`config.mk`:
```
export PLATFORM = sky130hd
export DESIGN_NAME = password_lock
export DESIGN_NICKNAME = d
export VERILOG_FILES = /design/src/design/pwlock_pkg.sv /design/src/design/password_lock.sv
export VERILOG_INCLUDE_DIRS = /design/src /design/src/design
export SDC_FILE = /design/constraint.sdc
export NUM_CORES = 1
export LEC_CHECK = 0
export BUFFER_PORTS_ARGS = -buffer_cell sky130_fd_sc_hd__buf_2
export CAP_MARGIN = 25
export CORE_MARGIN = 10
export CORE_UTILIZATION = 55
export DETAILED_ROUTE_END_ITERATION = 8
export GPL_ROUTABILITY_DRIVEN = 1
export PLACE_DENSITY_LB_ADDON = 0.2
export SLEW_MARGIN = 20
export SYNTH_ARGS = -nofsm -noshare
export SYNTH_HDL_FRONTEND = slang
export SYNTH_SLANG_ARGS = --single-unit
```
`constraint.sdc`:
```
create_clock -name mclk -period 4 [get_ports mclk]
set_input_delay 0.8 -clock mclk [delete_from_list [all_inputs] [get_ports mclk]]
set_output_delay 0.8 -clock mclk [all_outputs]
set_load 0.05 [all_outputs]
```
`src/design/pwlock_params.svh`:
```
// constants of the password lock: register offsets, field positions, reset values
// assumes a 32-bit axi4-lite slave port, one aligned word per register
`ifndef PWLOCK_PARAMS_SVH
`define PWLOCK_PARAMS_SVH
`define OFS_CTRL        4'h0
`define OFS_CODE        4'h4
`define OFS_SCOPE       4'h8
`define OFS_STATUS      4'hC
`define CMD_STORE       0
`define CMD_ACTIVATE    1
`define CMD_UNLOCK      2
`define CMD_ANS_CANCEL  3
`define CMD_ANS_ERASE   4
`define CMD_CARD_LOAD   5
`define CMD_RUNSTOP     6
`define CMD_CLOCKSET    7
`define CMD_MENU        8
`define CMD_NOCODE      9
`define SC_PROGRAM      0
`define SC_PARAM        1
`define SC_CLOCK        2
`define SC_OPMODE       3
`define SC_IFACE        4
`define SC_ERASEDIS     5
`define SCOPE_W         6
`define SCOPE_RST       6'h01
`define CODE_RST        16'h0000
`define WRONG_LIMIT     3'h4
`define WRONG_W         3
`define DIGIT_MAX       4'h9
`define RESP_OKAY       2'h0
`define RESP_SLVERR     2'h2
`endif

```
`src/design/pwlock_pkg.sv`:
```
// types shared by the password lock
// assumes pwlock_params.svh supplies the widths
`include "pwlock_params.svh"
package pwlock_pkg;
  typedef enum logic [1:0] {
    BUS_IDLE = 2'b00,
    BUS_WRSP = 2'b01,
    BUS_RRSP = 2'b10
  } bus_state_t;

  typedef struct packed {
    logic [15:0]          code;
    logic [`SCOPE_W-1:0]  scope;
    logic                 present;
    logic                 active;
    logic [`WRONG_W-1:0]  wrong;
    logic                 prompt;
    logic                 runMode;
    logic                 erasePulse;
    logic                 refused;
    logic                 awGot;
    logic                 wGot;
    logic [3:0]           awAddr;
    logic [31:0]          wData;
    logic [3:0]           wStrb;
    bus_state_t           bus;
    logic [1:0]           resp;
    logic [31:0]          rData;
  } lock_state_t;

  typedef struct packed {
    logic [15:0]          code;
    logic [`SCOPE_W-1:0]  scope;
    logic                 present;
  } card_image_t;
endpackage : pwlock_pkg

```
`src/design/password_lock.sv`:
```
// password lock controller: stored bcd code, protection scope, active flag, erase prompt
// assumes an axi4-lite master on mclk and a memory card controller on card ports
//
// Notes on behaviour
// - only four bcd digits 0001 to 9999 form a valid password
// - storing 0000 removes the password, present flag clears
// - reset gives code 0000, none present, none active, program scope selected
// - system menu is always protected while a password is active
// - password can be stored in run or stop state alike
// - storing a password leaves protection inactive until activated
// - each digit position is set separately to a value 0 to 9
// - scope mask can never be empty; clearing the last bit is refused
// - default scope protects program, diagram and non-enabled parameters
// - run/stop toggling refused when opmode scope set and active
// - date and time changes refused when clock scope set and active
// - programming interface blocked when interface scope set and active
// - four wrong entries raise erase prompt unless prompt disable bit set
// - present password activates at power-up, on card load, on activate command; here reset clears present and active
// - correct password needed before protected function or system menu is given
// - matching entry deactivates protection and returns to status view
// - writing a program to the card carries the stored password with it
// - loading a card program with password adopts it and activates at once
// - cancel keeps all and allows four more tries; confirm erases all
//
// The implementer's own choices: the register addresses and the AXI4-Lite slave port.
`timescale 1ns/10ps
`include "pwlock_params.svh"
module password_lock
  import pwlock_pkg::*;
(
  // clock and reset
  input  wire logic        mclk,
  input  wire logic        resetn,
  // axi4-lite write address
  input  wire logic [3:0]  awaddr,
  input  wire logic        awvalid,
  output logic             awready,
  // axi4-lite write data
  input  wire logic [31:0] wdata,
  input  wire logic [3:0]  wstrb,
  input  wire logic        wvalid,
  output logic             wready,
  // axi4-lite write response
  output logic [1:0]       bresp,
  output logic             bvalid,
  input  wire logic        bready,
  // axi4-lite read
  input  wire logic [3:0]  araddr,
  input  wire logic        arvalid,
  output logic             arready,
  output logic [31:0]      rdata,
  output logic [1:0]       rresp,
  output logic             rvalid,
  input  wire logic        rready,
  // memory card image
  output card_image_t      cardOut,
  input  card_image_t      cardIn,
  // access gates
  output logic             lockActive,
  output logic             menuBlocked,
  output logic             ifaceBlocked,
  output logic             erasePrompt,
  output logic             eraseAll
);

  lock_state_t stateFf;
  lock_state_t nxtState;

  // digit check kept as a function; the same test guards store and unlock
  function automatic logic digitsOk(input logic [15:0] c);
    logic ok;
    ok = 1'b1;
    for (int i = 0; i < 4; i++)
    begin
      if (c[4*i +: 4] > `DIGIT_MAX)
      begin
        ok = 1'b0;
      end
    end
    return ok;
  endfunction : digitsOk

  logic        wrFire;
  logic        rdFire;
  logic [31:0] wVal;
  logic [3:0]  wAdr;
  logic [15:0] entry;
  logic        entryOk;

  assign awready = (stateFf.bus == BUS_IDLE) && !stateFf.awGot && !arvalid;
  assign wready  = (stateFf.bus == BUS_IDLE) && !stateFf.wGot && !arvalid;
  assign arready = (stateFf.bus == BUS_IDLE) && !stateFf.awGot && !stateFf.wGot;
  assign bvalid  = (stateFf.bus == BUS_WRSP);
  assign rvalid  = (stateFf.bus == BUS_RRSP);
  assign bresp   = stateFf.resp;
  assign rresp   = stateFf.resp;
  assign rdata   = stateFf.rData;

  assign lockActive   = stateFf.active;
  assign menuBlocked  = stateFf.active;
  assign ifaceBlocked = stateFf.active && stateFf.scope[`SC_IFACE];
  assign erasePrompt  = stateFf.prompt;
  assign eraseAll     = stateFf.erasePulse;
  assign cardOut.code    = stateFf.code;
  assign cardOut.scope   = stateFf.scope;
  assign cardOut.present = stateFf.present;

  always_comb
  begin
    nxtState = stateFf;
    nxtState.erasePulse = 1'b0;
    wrFire = 1'b0;
    rdFire = 1'b0;
    wAdr   = stateFf.awGot ? stateFf.awAddr : awaddr;
    wVal   = stateFf.wGot ? stateFf.wData : wdata;
    entry  = wVal[31:16];
    entryOk = digitsOk(entry);
    case (stateFf.bus)
      BUS_IDLE:
      begin
        if (awvalid && awready)
        begin
          nxtState.awGot  = 1'b1;
          nxtState.awAddr = awaddr;
        end
        if (wvalid && wready)
        begin
          nxtState.wGot  = 1'b1;
          nxtState.wData = wdata;
          nxtState.wStrb = wstrb;
        end
        if ((stateFf.awGot || (awvalid && awready)) && (stateFf.wGot || (wvalid && wready)))
        begin
          wrFire = 1'b1;
          nxtState.awGot = 1'b0;
          nxtState.wGot  = 1'b0;
          nxtState.bus   = BUS_WRSP;
          nxtState.resp  = `RESP_OKAY;
        end
        else if (arvalid && arready)
        begin
          rdFire = 1'b1;
          nxtState.bus  = BUS_RRSP;
          nxtState.resp = `RESP_OKAY;
          case (araddr)
            `OFS_CTRL:   nxtState.rData = {31'h0, stateFf.runMode};
            `OFS_CODE:   nxtState.rData = {16'h0, stateFf.code};
            `OFS_SCOPE:  nxtState.rData = {26'h0, stateFf.scope};
            `OFS_STATUS: nxtState.rData = {25'h0, stateFf.refused, stateFf.prompt,
                                           stateFf.wrong, stateFf.active, stateFf.present};
            default:
            begin
              nxtState.rData = 32'h0;
              nxtState.resp  = `RESP_SLVERR;
            end
          endcase
        end
      end
      BUS_WRSP:
      begin
        if (bready)
        begin
          nxtState.bus = BUS_IDLE;
        end
      end
      BUS_RRSP:
      begin
        if (rready)
        begin
          nxtState.bus = BUS_IDLE;
        end
      end
      default:
      begin
        nxtState.bus = BUS_IDLE;
      end
    endcase

    // card load adopts the password and locks at once
    if (cardIn.present && wrFire && wAdr == `OFS_CTRL && wVal[`CMD_CARD_LOAD])
    begin
      nxtState.code    = cardIn.code;
      nxtState.scope   = (cardIn.scope == '0) ? `SCOPE_RST : cardIn.scope;
      nxtState.present = 1'b1;
      nxtState.active  = 1'b1;
    end
    else if (wrFire && wAdr == `OFS_CTRL)
    begin
      nxtState.refused = 1'b0;
      if (wVal[`CMD_STORE])
      begin
        // stored in either run mode; menu must be open to reach it
        if (!stateFf.active && entryOk)
        begin
          nxtState.code    = entry;
          nxtState.present = (entry != 16'h0000);
          nxtState.active  = 1'b0;
        end
        else
        begin
          nxtState.refused = 1'b1;
        end
      end
      if (wVal[`CMD_ACTIVATE] && stateFf.present)
      begin
        nxtState.active = 1'b1;
      end
      if (wVal[`CMD_UNLOCK] && stateFf.active && !stateFf.prompt)
      begin
        if (entryOk && entry == stateFf.code)
        begin
          nxtState.active = 1'b0;
          nxtState.wrong  = '0;
        end
        else if (stateFf.wrong == `WRONG_LIMIT - 3'h1)
        begin
          nxtState.wrong  = `WRONG_LIMIT;
          nxtState.prompt = !stateFf.scope[`SC_ERASEDIS];
        end
        else if (stateFf.wrong != `WRONG_LIMIT || !stateFf.scope[`SC_ERASEDIS])
        begin
          nxtState.wrong = stateFf.wrong + 3'h1;
        end
      end
      if (stateFf.prompt && wVal[`CMD_ANS_CANCEL])
      begin
        nxtState.prompt = 1'b0;
        nxtState.wrong  = '0;
      end
      else if (stateFf.prompt && wVal[`CMD_ANS_ERASE])
      begin
        nxtState.prompt     = 1'b0;
        nxtState.wrong      = '0;
        nxtState.code       = `CODE_RST;
        nxtState.present    = 1'b0;
        nxtState.active     = 1'b0;
        nxtState.erasePulse = 1'b1;
      end
      if (wVal[`CMD_RUNSTOP])
      begin
        if (stateFf.active && stateFf.scope[`SC_OPMODE])
        begin
          nxtState.refused = 1'b1;
        end
        else
        begin
          nxtState.runMode = !stateFf.runMode;
        end
      end
      if (wVal[`CMD_CLOCKSET] && stateFf.active && stateFf.scope[`SC_CLOCK])
      begin
        nxtState.refused = 1'b1;
      end
      if (wVal[`CMD_MENU] && stateFf.active)
      begin
        nxtState.refused = 1'b1;
      end
    end
    else if (wrFire && wAdr == `OFS_SCOPE)
    begin
      if (stateFf.active || wVal[`SCOPE_W-1:0] == '0)
      begin
        nxtState.refused = 1'b1;
      end
      else
      begin
        nxtState.scope   = wVal[`SCOPE_W-1:0];
        nxtState.refused = 1'b0;
      end
    end
    else if (wrFire && wAdr != `OFS_CODE)
    begin
      nxtState.resp = `RESP_SLVERR;
    end
  end

  always_ff @(posedge mclk or negedge resetn)
  begin
    if (!resetn)
    begin
      // retained fields modelled by reset defaults; reset clears both active and present
      stateFf         <= '0;
      stateFf.code    <= `CODE_RST;
      stateFf.scope   <= `SCOPE_RST;
      stateFf.bus     <= BUS_IDLE;
    end
    else
    begin
      stateFf <= nxtState;
    end
  end

endmodule : password_lock

```
Word level (Yosys, flattened, before mapping)

Cells that the tools add are included.

$add $sub $neg: 1
Order comparisons: 4
Eq/ne operators: 16
Multiplexer cells: 64
Bitwise gates (word level): 3
Reduce and logical (&&, ||, !) cells: 64

Operators by type and width:

| kind                                       | number |
|---|---|
| two-way mux 16 bit                         | 5 |
| two-way mux 32 bit                         | 2 |
| case mux 16 bit (4 select lines)           | 1 |
| two-way mux 36 bit                         | 1 |
| two-way mux 34 bit                         | 1 |
| two-way mux 6 bit                          | 5 |
| logical AND 1 bit                          | 27 |
| two-way mux 1 bit                          | 27 |
| two-way mux 2 bit                          | 12 |
| two-way mux 24 bit                         | 1 |
| equality test 16 bit                       | 1 |
| > comparator 4 bit, second input constant  | 4 |
| nonzero test 16 bit                        | 1 |
| equality test 4 bit, second input constant | 3 |
| logical NOT 6 bit                          | 2 |
| two-way mux 4 bit                          | 3 |
| AND reduction 2 bit                        | 5 |
| nonzero test 2 bit                         | 5 |
| two-way mux 3 bit                          | 3 |
| AND reduction 3 bit                        | 3 |
| logical NOT 4 bit                          | 2 |
| two-way mux 8 bit                          | 1 |
| AND reduction 4 bit                        | 2 |
| logical NOT 1 bit                          | 7 |
| other kinds (19)                           | 28 |

Flip-flop bits (word level): 105
Bits of input ports: 74
Output and inout port bits: 69
Word-level logic and storage cells: 168

Logic depth before layout (Yosys ltp)

Word-level depth: 18
Gate-level depth with buffers: 11
Mapped depth without buffers: 7

Least setup slack after synthesis

Ideal clock, no wire load.

Kind: in2reg
Start: input port arvalid
End: register stateFf[47] (netlist bit)
Library setup time: 125 ps
Data arrival time: 3506 ps
Data required time: 3875 ps
Setup slack: 369 ps
Stages: 4
Buffers on the path: 1
Cells stage by stage: nor4_1 nand2_1 clkbuf_1 mux2_2

Longest elaborated chain between the ends: 4

Ends and longest elaborated chain:

| what                                 | line                 | RTL |
|---|---|---|
| start, declared                      | password_lock.sv:49  | `input wire logic arvalid,` |
| logical NOT 1 bit                    | password_lock.sv:91  | `assign wready = (stateFf.bus == BUS_IDLE) && !stateFf.wGot && !arvalid;` |
| logical AND 1 bit                    | password_lock.sv:91  |  |
| logical AND 1 bit                    | password_lock.sv:126 | `if (wvalid && wready)` |
| AND reduction 2 bit (no source line) | --                   |  |
| end signal, assigned                 | password_lock.sv:289 | `stateFf <= nxtState;` |
| end, declared                        | password_lock.sv:66  | `lock_state_t stateFf;` |

No other way between the ends.
A chain may end at the register's enable or synchronous reset.

Worst setup path in the final report

Start: register stateFf[76] (netlist bit)
End: register stateFf (netlist bit lockActive)

Longest elaborated chain between the ends: 18
Elaborated cells on any way between the ends: 41
Classes of those cells: order compare (4); eq/ne (1); mux (18); reduce/logical (18)

Ends and longest elaborated chain:

| what                                | line                 | RTL |
|---|---|---|
| two-way mux 32 bit                  | password_lock.sv:115 | `wVal = stateFf.wGot ? stateFf.wData : wdata;` |
| > comparator 4 bit (no source line) | --                   |  |
| two-way mux 1 bit (4 in a row)      | password_lock.sv:75  | `` if (c[4*i +: 4] > `DIGIT_MAX) `` |
| logical AND 1 bit                   | password_lock.sv:193 | `if (!stateFf.active && entryOk)` |
| two-way mux 2 bit                   | password_lock.sv:193 |  |
| two-way mux 2 bit                   | password_lock.sv:190 | `` if (wVal[`CMD_STORE]) `` |
| two-way mux 1 bit                   | password_lock.sv:204 | `` if (wVal[`CMD_ACTIVATE] && stateFf.present) `` |
| two-way mux 1 bit                   | password_lock.sv:187 | `` else if (wrFire && wAdr == `OFS_CTRL) `` |
| two-way mux 1 bit                   | password_lock.sv:180 | `` if (cardIn.present && wrFire && wAdr == `OFS_CTRL && wVal[`CMD_CARD_LOAD]) `` |
| two-way mux 1 bit                   | password_lock.sv:210 | `if (entryOk && entry == stateFf.code)` |
| two-way mux 5 bit                   | password_lock.sv:208 | `` if (wVal[`CMD_UNLOCK] && stateFf.active && !stateFf.prompt) `` |
| two-way mux 6 bit                   | password_lock.sv:230 | `` else if (stateFf.prompt && wVal[`CMD_ANS_ERASE]) `` |
| two-way mux 2 bit                   | password_lock.sv:225 | `` if (stateFf.prompt && wVal[`CMD_ANS_CANCEL]) `` |
| two-way mux 8 bit                   | password_lock.sv:187 |  |
| two-way mux 24 bit                  | password_lock.sv:180 |  |

Several ways; a longest one is shown, not always the timed one. The select of a mux whose other input is x is not followed.

==> results_dict.tcl <==
set metrics [dict create \
    drtAntennaViolNets 0 \
    drive_gt1_frac 0.333 \
    syn_to_final_growth_pct 9.16 \
    synth-seq-cells 82 \
    slowest_delay_ns 0.67 \
    clock_path_buffers 2 \
    critPathLaunch "stateFf[76]" \
    path_class "flop to flop" \
    clk_pin_slew_ns 0.10 \
    slew_violations 0 \
    route.final.wire_length_um 12400 \
    synth_seq_area_share 0.430 \
    grt_max_degree 83 \
    grt_setup_unrepaired "no" \
    io_buffers 115 \
    dp_cells 630 \
    io_pins 143 \
    ctsResizeCount 0 \
    critPathSlowestCell "dfrtp_1" \
    fin_tns_setup_ns 0 \
    ys.flop_type "dfrtp_1" \
    critPathCaptureType "flop" \
    tightest_slew_ns 0.943 \
    path_max_fanout 20 \
    powerDensity_nw_per_um2 814 \
    min_period_ns 2.85 \
    hold_class "input port to async pin" \
    r2r-start "stateFf[76]" \
    slew_headroom 0.368 \
    die-area_um2 12800 \
    grt.total_usage 0.189 \
    clk_latency_ns 0.36 \
    yosysWarnings 0 \
    cts.htree.levels 3 \
    fp-row-count 33 \
    drv_cap 0 \
    outcome "finished clean" \
    seq_area_um2 2050 \
    r2r_cells 8 \
    fill_cells 721 \
    antennaDiodeCount 0 \
    core_um2 8340 \
    layout_common_cells "114 x buf_2, 81 x dfrtp_1, 54 x nand2_1" \
    grt_first_pass_wirelength_um 19600 \
    clock-sinks 82 \
    leakage_nw 2.50 \
    reg2reg_slack_ns 1.15 \
    start_util 0.573 \
    cp.arrival_ns 3.10 \
    overflow 0 \
    vias 3728 \
    worstPathCellList "buf_4 > mux2i_1 > xnor2_1 > nor4_1 > nand2_1 > nor2_1 > a21oi_1 > a211o_1" \
    wl_per_cell_um 19.2 \
    hold_viol 0 \
    netlist_area_um2 4780 \
    critPathRequiredTime_ns 4.26 \
    avgSynthCellArea_um2 10.2 \
    dp_hpwl_um 9500 \
    die_h_um 113 \
    drc_errors 0 \
    ctsHoldBuffers 0 \
    numCtsBuffers 9 \
    startpoint_type "flop" \
    multi_input_area_um2 2210 \
    cts_tree "done" \
    vias_per_cell 5.77 \
    fmax_mhz 351 \
    async_flop_share 1.00 \
    mostFrequentLayoutCell "buf_2" \
    grt_pass1_vias 3671 \
    fin_skew_ns 0.0160 \
    firstDrtPassIters 5 \
    cts_root_buffer "clkbuf_8" \
    gp_congestion 0.896 \
    initialDrtViolationCount 261 \
    die_x_um 113 \
    whs_ns 0.470 \
    fin_crit_sh 0.712 \
    cts_setup_buffers 0 \
    ys_types 51 \
    antenna_found_initial 0 \
    netlist_instances 470 \
    synth-edff-count 0 \
    ir_drop_v 0.000391 \
    setup_viol 0 \
    fin_nets 613 \
    stdcell_count 646 \
]
## critical path, delay by kind of cell (launching register included)
| family | cells | cell delay, ns |
|---|---|---|
| buffers and inverters | 1 | 0.41 |
| flip-flops | 1 | 0.67 |
| AO/OA/AOI/OAI | 2 | 0.34 |
| multiplexers | 1 | 0.49 |
| XOR/XNOR | 1 | 0.12 |
| AND/OR/NAND/NOR | 3 | 0.71 |
## registers in the layout, indices dropped and copies added (netlist names)
name         count
eraseAll         1
lockActive       1
cardOut         23
erasePrompt      1
stateFf         38
rdata           16
bresp            2
## area by class of cell
| cell class | count | share of cell area |
|---|---|---|
| clock buffer | 9 | 0.0237 |
| inverter | 9 | 0.00648 |
| multi-input combinational | 316 | 0.424 |
| timing repair buffer | 118 | 0.117 |
| sequential | 82 | 0.394 |
| clock inverter | 7 | 0.00983 |
| tap | 105 | 0.0252 |
## where the power goes
group	leakage [nW]	switching (W)	internal, W
sequential	1.04	0.000371	0.00117
combinational	1.38	0.00141	0.000736
clock	0.0864	0.000332	0.000230
## synth_stat cells, types with 3 or more instances
master	n	share of area
buf_6	3	0.0071
clkbuf_1	11	0.0086
nor4_1	12	0.016
nand2b_1	5	0.0065
a22o_1	9	0.016
ha_1	3	0.0079
o21ai_0	23	0.024
dfrtp_1	81	0.42
a22oi_1	6	0.0094
buf_4	60	0.094
o31ai_1	3	0.0047
o211ai_1	15	0.024
a21oi_1	11	0.012
nor2b_1	3	0.0039
and3_1	3	0.0039
nand4_1	5	0.0065
nor3_1	3	0.0031
nor2_1	16	0.013
nand2_1	54	0.042
mux2i_1	27	0.057
xnor2_1	15	0.027
mux2_2	40	0.094
nand3_1	9	0.0094
a211o_1	5	0.0092
inv_1	9	0.0071
buf_2	4	0.0042
## per-stage QoR
step	total power (W)	setup slack, ns	utilization	cell area [um2]
6_report	0.00424	1.15	0.625	5220
5_1_grt	0.00449	0.911	0.625	5220
4_1_cts	0.00425	1.19	0.625	5210
3_5_place_dp	0.00369	0.997	0.604	5040
3_3_place_gp	0.00363	1.04	0.602	5020
2_1_floorplan	0.00334	0.369	-	4830
## routing by layer
layer  vias up  part of all wire  wire length [um]  global-route usage
li1       1750                 -                 -                   -
met1      1798              0.46              5710               0.264
met2       165              0.43              5360               0.270
met3        15             0.092              1140              0.0549
met4         0             0.014               179              0.0635
met5         -                 0                 0                   0
## path summary, 6_finish.rpt
check / to
max in group asynchronous: stateFf[58]
min in group mclk: stateFf[80]
setup / recovery: lockActive
hold / removal: rdata[13]
setup reg to reg: lockActive
hold reg to reg: stateFf[80]
## cell families (layout without fill, tap and decap cells)
family          Yosys count  after routing  synth area share
simple gates            124            124             0.129
compound gates           88             88             0.125
buf+inv                  87            143             0.121
flops                    82             82             0.430
mux                      68             68             0.156
xor+xnor                 17             17            0.0312
fa+ha+maj                 3              3           0.00786
other cells               1             16          0.000785
Note: power is estimated with default switching activity, not from simulation.
